### config.mk
export PLATFORM = sky130hd
export DESIGN_NAME = pin_cfg_mux
export DESIGN_NICKNAME = d
export VERILOG_FILES = /design/src/shared/pin_cfg_pkg.sv /design/src/core/mgmt_clock_gen.sv /design/src/core/pin_cfg_mux.sv
export SDC_FILE = /design/constraint.sdc
export NUM_CORES = 1
export LEC_CHECK = 0
export ABC_AREA = 0
export BUFFER_PORTS_ARGS = -buffer_cell sky130_fd_sc_hd__buf_2
export CORE_ASPECT_RATIO = 1.2
export CORE_UTILIZATION = 55
export CTS_BUF_LIST = sky130_fd_sc_hd__clkbuf_16
export CTS_CLUSTER_SIZE = 28
export DETAILED_ROUTE_END_ITERATION = 10
export PLACE_DENSITY = 0.92
export SYNTH_ARGS = -nofsm -noshare
export SYNTH_HDL_FRONTEND = slang
export SYNTH_SLANG_ARGS = --single-unit
### constraint.sdc
create_clock -name core_clk -period 5.6 [get_ports core_clk]
set_input_delay 0 -clock core_clk [delete_from_list [all_inputs] [get_ports core_clk]]
set_output_delay 0 -clock core_clk [all_outputs]
set_load 0.02 [all_outputs]
### src/shared/pin_cfg_pkg.sv
// Package: constants for the switch strap decoder and general purpose pin mux.
// Assumes a 10 MHz core clock and one asynchronous active-high reset.
package pin_cfg_pkg;

    // =========================================================
    // Clock and bus rates
    // =========================================================
    localparam int unsigned CORE_CLK_HZ    = 10_000_000;
    localparam int unsigned SLOW_BUS_HZ    = 100_000;
    localparam int unsigned FAST_BUS_HZ    = 400_000;
    // Half period of the bus clock in core cycles, rounded down
    localparam int unsigned SLOW_HALF_CYC  = CORE_CLK_HZ / (2 * SLOW_BUS_HZ);
    localparam int unsigned FAST_HALF_CYC  = CORE_CLK_HZ / (2 * FAST_BUS_HZ);
    localparam int unsigned DIV_W          = 8;

    // =========================================================
    // Pin set and alternate function positions
    // =========================================================
    localparam int unsigned GPIO_W         = 11;
    localparam int unsigned PIN_DOWN2_RST  = 0;
    localparam int unsigned PIN_DOWN4_RST  = 1;
    localparam int unsigned PIN_EXP_IRQ0   = 2;
    localparam int unsigned PIN_EXP_IRQ3   = 5;
    localparam int unsigned PIN_SPARE      = 6;
    localparam int unsigned PIN_EVENT      = 7;
    localparam int unsigned PIN_DOWN1_RST  = 8;
    localparam int unsigned PIN_DOWN3_RST  = 9;
    localparam int unsigned PIN_DOWN5_RST  = 10;
    // Pins whose alternate function is an output
    localparam logic [10:0] ALT_OUT_MASK   = 11'h783;

    // =========================================================
    // Registers
    // =========================================================
    localparam int unsigned ADDR_W         = 4;
    localparam logic [3:0]  OFS_GPIO_ALT   = 4'h0;
    localparam logic [3:0]  OFS_GPIO_DIR   = 4'h1;
    localparam logic [3:0]  OFS_GPIO_OUT   = 4'h2;
    localparam logic [3:0]  OFS_GPIO_IN    = 4'h3;
    localparam logic [3:0]  OFS_FUNC_CTL   = 4'h4;
    localparam logic [3:0]  OFS_STRAPS     = 4'h5;
    localparam logic [3:0]  OFS_IRQ_STAT   = 4'h6;
    localparam logic [3:0]  OFS_IRQ_MASK   = 4'h7;
    localparam logic [10:0] GPIO_ALT_RST   = 11'h000;
    localparam logic [10:0] GPIO_DIR_RST   = 11'h000;
    localparam logic [10:0] GPIO_OUT_RST   = 11'h000;
    localparam logic [6:0]  FUNC_CTL_RST   = 7'h00;
    localparam logic [3:0]  IRQ_MASK_RST   = 4'h0;
    localparam logic [6:0]  EEPROM_ADDR_BASE = 7'h50;

    // Management clock generator states
    typedef enum logic [2:0] {
        MCLK_IDLE = 3'h1,
        MCLK_LOW  = 3'h2,
        MCLK_HIGH = 3'h4
    } mclk_state_t;

endpackage : pin_cfg_pkg

### src/core/mgmt_clock_gen.sv
// Master management-bus clock generator: toggles only while a transfer runs.
// Assumes the speed select is stable (captured strap) and the request is a level.
module mgmt_clock_gen
    import pin_cfg_pkg::*;
(
    input  wire logic core_clk,
    input  wire logic sys_rst,
    input  wire logic slow_sel,
    input  wire logic busy,
    output logic      clk_oe,
    output logic      clk_tick
);

    mclk_state_t      state_reg;
    mclk_state_t      state_next;
    logic [DIV_W-1:0] cnt_reg;
    logic [DIV_W-1:0] cnt_next;
    logic [DIV_W-1:0] half;

    // =========================================================
    // Divider and phase machine
    // =========================================================
    // Slow strap fixes the half period; no software path reaches it
    assign half = slow_sel ? DIV_W'(SLOW_HALF_CYC - 1) : DIV_W'(FAST_HALF_CYC - 1);

    // Next phase: clock held idle high unless a transfer is in progress
    always_comb begin
        state_next = state_reg;
        cnt_next   = cnt_reg;
        clk_tick   = 1'b0;
        case (state_reg)
            MCLK_IDLE: begin
                cnt_next = '0;
                if (busy) begin
                    state_next = MCLK_LOW;
                end
            end
            MCLK_LOW: begin
                if (cnt_reg == half) begin
                    cnt_next   = '0;
                    state_next = MCLK_HIGH;
                end else begin
                    cnt_next = cnt_reg + 1'b1;
                end
            end
            MCLK_HIGH: begin
                if (cnt_reg == half) begin
                    cnt_next   = '0;
                    clk_tick   = 1'b1;
                    state_next = busy ? MCLK_LOW : MCLK_IDLE;
                end else begin
                    cnt_next = cnt_reg + 1'b1;
                end
            end
            default: begin
                state_next = MCLK_IDLE;
                cnt_next   = '0;
            end
        endcase
    end

    // Register the phase
    always_ff @(posedge core_clk or posedge sys_rst) begin
        if (sys_rst) begin
            state_reg <= MCLK_IDLE;
            cnt_reg   <= '0;
        end else begin
            state_reg <= state_next;
            cnt_reg   <= cnt_next;
        end
    end

    // Open-drain: pull low only in the low phase
    assign clk_oe = (state_reg == MCLK_LOW);

endmodule : mgmt_clock_gen

### src/core/pin_cfg_mux.sv
// Strap decoder and general purpose pin mux of the switch.
// Assumes straps are synchronous to core_clk and static after reset release.
//
// Contract
// - Each pin: software GPIO or fixed alternate
// - Alt pins 0,8,9 drive port 2,1,3 resets
// - Alt pins 1,10 drive port 4,5 resets
// - Alt pins 2-5 take expander interrupts 0-3
// - Alt pin 7 drives system event output
// - Alt pin 6 is input only
// - EEPROM address bits 4:1 from straps
// - Target answers when bits 5,3:1 match
// - Management clock toggles only during accesses
// - Slow strap picks 100 KHz else 400 KHz
// - Merge low: one x8 port, else two x4
// - Downstream common clock strap is reported
// - Upstream common clock strap is reported
// - Names ending _n are asserted low
//
// The address-and-strobe port and the placing of the registers were chosen for this implementation.
module pin_cfg_mux
    import pin_cfg_pkg::*;
(
    input  wire logic              core_clk,
    input  wire logic              sys_rst,
    // Register port
    input  wire logic [ADDR_W-1:0] reg_addr,
    input  wire logic [31:0]       reg_wdata,
    input  wire logic              reg_wr,
    input  wire logic              reg_rd,
    output logic      [31:0]       reg_rdata,
    output logic                   irq,
    // Straps
    input  wire logic [3:0]        eeprom_bus_addr_strap,
    input  wire logic [3:0]        target_bus_addr_strap,
    input  wire logic              mgmt_slow_speed_select,
    input  wire logic              port01_merge_n,
    input  wire logic              common_clock_down,
    input  wire logic              common_clock_up,
    // General purpose pins
    input  wire logic [GPIO_W-1:0] gpio_in,
    output logic      [GPIO_W-1:0] gpio_out,
    output logic      [GPIO_W-1:0] gpio_oe,
    // Management bus master clock pin and engine side
    input  wire logic              mgmt_busy,
    output logic                   host_side_mgmt_clock_out,
    output logic                   host_side_mgmt_clock_oe,
    output logic                   mgmt_bit_tick,
    output logic      [6:0]        eeprom_addr,
    // Target bus address match
    input  wire logic [6:0]        target_rx_addr,
    output logic                   target_addr_match,
    // Decoded configuration
    output logic                   port0_x8,
    output logic                   port1_enable,
    output logic                   down_common_clock,
    output logic                   up_common_clock,
    output logic                   mgmt_slow_mode,
    output logic      [3:0]        expander_irq
);

    // =========================================================
    // Strap capture
    // =========================================================
    logic                  cap_done_reg;
    logic                  cap_done_next;
    logic [11:0]           strap_reg;
    logic [11:0]           strap_next;
    logic [11:0]           strap_live;

    assign strap_live = {eeprom_bus_addr_strap, target_bus_addr_strap, mgmt_slow_speed_select,
                         port01_merge_n, common_clock_down, common_clock_up};

    // Take the straps on the first edge after release, then freeze
    always_comb begin
        strap_next    = strap_reg;
        cap_done_next = 1'b1;
        if (!cap_done_reg) begin
            strap_next = strap_live;
        end
    end

    always_ff @(posedge core_clk or posedge sys_rst) begin
        if (sys_rst) begin
            cap_done_reg <= 1'b0;
            strap_reg    <= '0;
        end else begin
            cap_done_reg <= cap_done_next;
            strap_reg    <= strap_next;
        end
    end

    // Decoded strap meanings
    assign eeprom_addr       = {EEPROM_ADDR_BASE[6:5], strap_reg[11:8],
                                EEPROM_ADDR_BASE[0]};
    assign target_addr_match = (target_rx_addr[5] == strap_reg[7])
                             && (target_rx_addr[3:1] == strap_reg[6:4]);
    assign mgmt_slow_mode    = strap_reg[3];
    assign port0_x8          = ~strap_reg[2];
    assign port1_enable      = strap_reg[2];
    assign down_common_clock = strap_reg[1];
    assign up_common_clock   = strap_reg[0];

    // =========================================================
    // Management clock
    // =========================================================
    logic mclk_oe;

    mgmt_clock_gen u_mclk (
        .core_clk (core_clk),
        .sys_rst  (sys_rst),
        .slow_sel (strap_reg[3]),
        .busy     (mgmt_busy & cap_done_reg),
        .clk_oe   (mclk_oe),
        .clk_tick (mgmt_bit_tick)
    );

    assign host_side_mgmt_clock_out = 1'b0;
    assign host_side_mgmt_clock_oe  = mclk_oe;

    // =========================================================
    // Registers
    // =========================================================
    logic [GPIO_W-1:0] alt_reg, alt_next;
    logic [GPIO_W-1:0] dir_reg, dir_next;
    logic [GPIO_W-1:0] dout_reg, dout_next;
    logic [6:0]        func_reg, func_next;
    logic [3:0]        stat_reg, stat_next;
    logic [3:0]        mask_reg, mask_next;
    logic [31:0]       rdata_reg, rdata_next;
    logic [3:0]        irq_seen_reg, irq_seen_next;
    logic [3:0]        irq_level;
    logic [3:0]        irq_rise;

    // Expander interrupts, active low on alt pins 2..5
    assign irq_level    = alt_reg[PIN_EXP_IRQ3:PIN_EXP_IRQ0]
                        & ~gpio_in[PIN_EXP_IRQ3:PIN_EXP_IRQ0];
    assign expander_irq = irq_level;
    assign irq_rise     = irq_level & ~irq_seen_reg;

    // Register writes, read mux, sticky status with set over clear
    always_comb begin
        alt_next      = alt_reg;
        dir_next      = dir_reg;
        dout_next     = dout_reg;
        func_next     = func_reg;
        mask_next     = mask_reg;
        stat_next     = stat_reg;
        rdata_next    = '0;
        irq_seen_next = irq_level;
        if (reg_wr) begin
            case (reg_addr)
                OFS_GPIO_ALT: alt_next  = reg_wdata[GPIO_W-1:0];
                OFS_GPIO_DIR: dir_next  = reg_wdata[GPIO_W-1:0];
                OFS_GPIO_OUT: dout_next = reg_wdata[GPIO_W-1:0];
                OFS_FUNC_CTL: func_next = reg_wdata[6:0];
                OFS_IRQ_MASK: mask_next = reg_wdata[3:0];
                default: ;
            endcase
        end
        if (reg_rd) begin
            case (reg_addr)
                OFS_GPIO_ALT: rdata_next = {21'h000000, alt_reg};
                OFS_GPIO_DIR: rdata_next = {21'h000000, dir_reg};
                OFS_GPIO_OUT: rdata_next = {21'h000000, dout_reg};
                OFS_GPIO_IN:  rdata_next = {21'h000000, gpio_in};
                OFS_FUNC_CTL: rdata_next = {25'h0000000, func_reg};
                OFS_STRAPS:   rdata_next = {20'h00000, strap_reg};
                OFS_IRQ_STAT: begin
                    rdata_next = {28'h0000000, stat_reg};
                    stat_next  = 4'h0;
                end
                OFS_IRQ_MASK: rdata_next = {28'h0000000, mask_reg};
                default:      rdata_next = '0;
            endcase
        end
        stat_next = stat_next | irq_rise;
    end

    always_ff @(posedge core_clk or posedge sys_rst) begin
        if (sys_rst) begin
            alt_reg      <= GPIO_ALT_RST;
            dir_reg      <= GPIO_DIR_RST;
            dout_reg     <= GPIO_OUT_RST;
            func_reg     <= FUNC_CTL_RST;
            mask_reg     <= IRQ_MASK_RST;
            stat_reg     <= 4'h0;
            rdata_reg    <= '0;
            irq_seen_reg <= 4'h0;
        end else begin
            alt_reg      <= alt_next;
            dir_reg      <= dir_next;
            dout_reg     <= dout_next;
            func_reg     <= func_next;
            mask_reg     <= mask_next;
            stat_reg     <= stat_next;
            rdata_reg    <= rdata_next;
            irq_seen_reg <= irq_seen_next;
        end
    end

    assign reg_rdata = rdata_reg;
    assign irq       = |(stat_reg & mask_reg);

    // =========================================================
    // Pin mux
    // =========================================================
    // func bits: 0..4 resets for ports 1..5 (1 = hold in reset), 6 = event
    logic [GPIO_W-1:0] alt_val;

    // Alternate values, reset and event outputs active low
    always_comb begin
        alt_val                = '0;
        alt_val[PIN_DOWN1_RST] = ~func_reg[0];
        alt_val[PIN_DOWN2_RST] = ~func_reg[1];
        alt_val[PIN_DOWN3_RST] = ~func_reg[2];
        alt_val[PIN_DOWN4_RST] = ~func_reg[3];
        alt_val[PIN_DOWN5_RST] = ~func_reg[4];
        alt_val[PIN_EVENT]     = ~func_reg[6];
    end

    // Per pin choice between software GPIO and the fixed function
    genvar gi;
    generate
        for (gi = 0; gi < GPIO_W; gi = gi + 1) begin : g_pin
            assign gpio_out[gi] = alt_reg[gi] ? alt_val[gi] : dout_reg[gi];
            assign gpio_oe[gi]  = alt_reg[gi] ? ALT_OUT_MASK[gi] : dir_reg[gi];
        end
    endgenerate

endmodule : pin_cfg_mux

==> metrics <==
Slew Viols, Final 0; initial antenna violation count 0; Final Wtd Congestion 0.8582; violated checks negative hold slack; CP Max Fanout 5; Die X 83.41 um; Gate Count Post-Synth 365; Pre-antenna DRT Iters 5; Syn Std Cell Area 0.004374 mm^2; die footprint 0.008315 mm^2; area delta synth->final 22.97%; crit path kind reg -> out; number of enable flip-flop cells after synthesis 0; Resized cells post-CTS 0; Setup crit end kind primary output; ANT cells 0; mean area per synthesized cell 11.98 um^2; startpoint types flip-flop; postcts setup bufs 0; Final min period 2.000 ns; status complete, but fails checks; hpwl dp 7200 um; Rows 35; Worst-Skew Late Latency 0.34 ns; Setup Viol. Count Final 0; GRT overflow 0; Initial Utilization 56.75%; LEAKAGE 2.550 nW; RSZ-0062 raised after global routing no; Worst Path Required 5.60 ns; clk_skew 0.005157 ns; PwrDens 358.3 mW/mm^2; Max Cap Viol 0; Iter 0 DRT Violations 276; met2 usage 48.05%; post-route ant nets 0; Yosys cell types 48; Worst-Margin Slew 1.090 ns; final net count 555; Max Root-Sink Buffers 2; clk slew on worst S/H paths 0.06 ns; CTS tree yes; overall power 0.001927 W; Seq/Total Area, Yosys 50.37%; Worst EP arrival 2.00 ns; core box area 0.007707 mm^2; HP Class in -> async; I/O pin total 146; yosys warns 0; routed length per instance 18.41 um; H-Tree Level Count 3; chip height 99.69 um; clock sink count 88; met1 global-route usage 31.32%; vias in the first global route 3,400; Final period util 35.71%; worst relative slew slack 27.32%; Fmax 0.5000 GHz; pin count of the biggest net entering global routing 89; Vias 3,298; Setup TNS 0 ns; final instance area 0.005379 mm^2; Synth Flop Type dfrtp_1; root buf cell clkbuf_16; IO Port Bufs 97; vias per cell 5.696; gr busiest metal met2; drt drc 0; VDD IR-drop max 0.0002437 V; Inserted Clock Buffers 9; share of cells above drive strength 1 39.01%; All-Layer GR Usage 26.97%; hold buffer count at cts 28; WL final 10,660 um; Yosys reg bits 88; first-pass GRT wire length 16,850 um; Async S/R FF share, synth 100.0%; placed inst area 0.004797 mm^2; final hold vios 4; met3 usage 5.892%; Hold WS -0.02123 ns
==> through the flow <==
stage	setup WS (ns)	std cells	utilization, %	hold slack, ns
after global routing	3.491	579	69.79	0.08196
after CTS	3.602	579	69.79	0.05039
final	3.600	579	69.79	-0.02123
after detailed placement	3.772	536	62.24	0.2063
after floorplan	3.323	388	-	0.09131
after global placement	3.804	536	62.24	0.2068
==> final timing paths <==
path	from	end	slack, ns	cells after the start
max	strap_reg[3]$_DFFE_PP0N_	mgmt_bit_tick	3.60	5
min in group core_clk	mgmt_busy	u_mclk.state_reg[0]$_DFFE_PP1P_	0.06	4
min reg2reg	u_mclk.cnt_reg[0]$_DFF_PP0_	u_mclk.cnt_reg[0]$_DFF_PP0_	0.49	1
max reg2reg	strap_reg[3]$_DFFE_PP0N_	u_mclk.state_reg[2]$_DFFE_PP0P_	3.84	4
max in group asynchronous	sys_rst	strap_reg[4]$_DFFE_PP0N_	4.91	3
min	sys_rst	dir_reg[5]$_DFFE_PP0P_	-0.02	3
==> report_power, final <==
| part | switching, W | internal [W] |
|---|---|---|
| logic | 0.000247 | 0.000220 |
| registers | 0.0000964 | 0.000743 |
| clock network | 0.000237 | 0.000383 |
==> cell usage after synthesis, drive strengths merged (2+ instances only) <==
library cell | instances | area share, %
nand2b | 6 | 0.86
and3 | 2 | 0.31
xnor2 | 4 | 0.80
conb | 2 | 0.17
mux4 | 5 | 2.6
nand3b | 2 | 0.34
a222oi | 4 | 0.92
nor2b | 21 | 3.0
a22o | 8 | 1.6
o21ai | 3 | 0.34
nand3 | 8 | 0.92
inv | 8 | 0.69
a22oi | 3 | 0.51
clkbuf | 5 | 0.43
mux2i | 11 | 2.5
nor3 | 5 | 0.57
a21oi | 9 | 1.0
or2 | 7 | 1.1
o32a | 2 | 0.46
nor2 | 23 | 2.0
buf | 37 | 5.8
mux2 | 63 | 16
a31oi | 3 | 0.43
o22a | 2 | 0.40
xor2 | 6 | 1.2
nand2 | 11 | 0.94
dfrtp | 87 | 50
a32oi | 3 | 0.60
nor4 | 2 | 0.29
or3b | 2 | 0.40
==> area by class of cell <==
| type | instances | area [um^2] |
|---|---|---|
| clock buffers | 9 | 225.2 |
| clock inverters | 6 | 76.32 |
| fillers | 544 | 2328 |
| inverters | 8 | 31.28 |
| multi-input cells | 250 | 1954 |
| flip-flops and latches | 88 | 2203 |
| well taps | 92 | 115.1 |
| repair buffers | 126 | 773.2 |
==> cells in the final DEF (no fill, tap or decap), drive strengths merged, types with 2 or more instances in the layout <==
master	Yosys	routed
buf	37	98
dfrtp	87	87
mux2	63	63
dlygate4sd3	0	28
conb	2	25
nor2	23	23
nor2b	21	21
nand2	11	11
mux2i	11	11
a21oi	9	9
clkbuf	5	9
nand3	8	8
a22o	8	8
inv	8	8
or2	7	7
nand2b	6	6
xor2	6	6
nor3	5	5
mux4	5	5
xnor2	4	4
a222oi	4	4
clkinv	0	4
a22oi	3	3
a32oi	3	3
a31oi	3	3
o21ai	3	3
o22a	2	2
o32a	2	2
nor4	2	2
nand3b	2	2
bufinv	0	2
or3b	2	2
and3	2	2
==> kinds of logic (layout without fill, tap and decap cells) <==
family                   after synthesis  in the layout  synth area share (%)
AO/OA/AOI/OAI                         39             39                 6.951
XOR/XNOR                              10             10                 2.002
adder cells (fa/ha/maj)                1              1                0.2860
buffers and inverters                 50            149                 6.922
flip-flops                            88             88                 50.37
multiplexers                          79             79                 21.40
other                                  2             25                0.1717
AND/OR/NAND/NOR                       96             96                 11.90
==> routing by layer <==
layer	wire length [um]	part of all wire [%]
met1	3961	37
met2	5658	53
met3	740	6.9
met4	297	2.8
met5	0	0
==> worst max-delay path, cell delays in order, from the launching register on <==
cell and delay (ns):
dfrtp_1 0.44, nor4b_1 0.43, o2bb2a_4 0.20, or2_4 0.27
nor3_1 0.12, buf_2 0.19
Note: power is estimated with default switching activity, not from simulation.
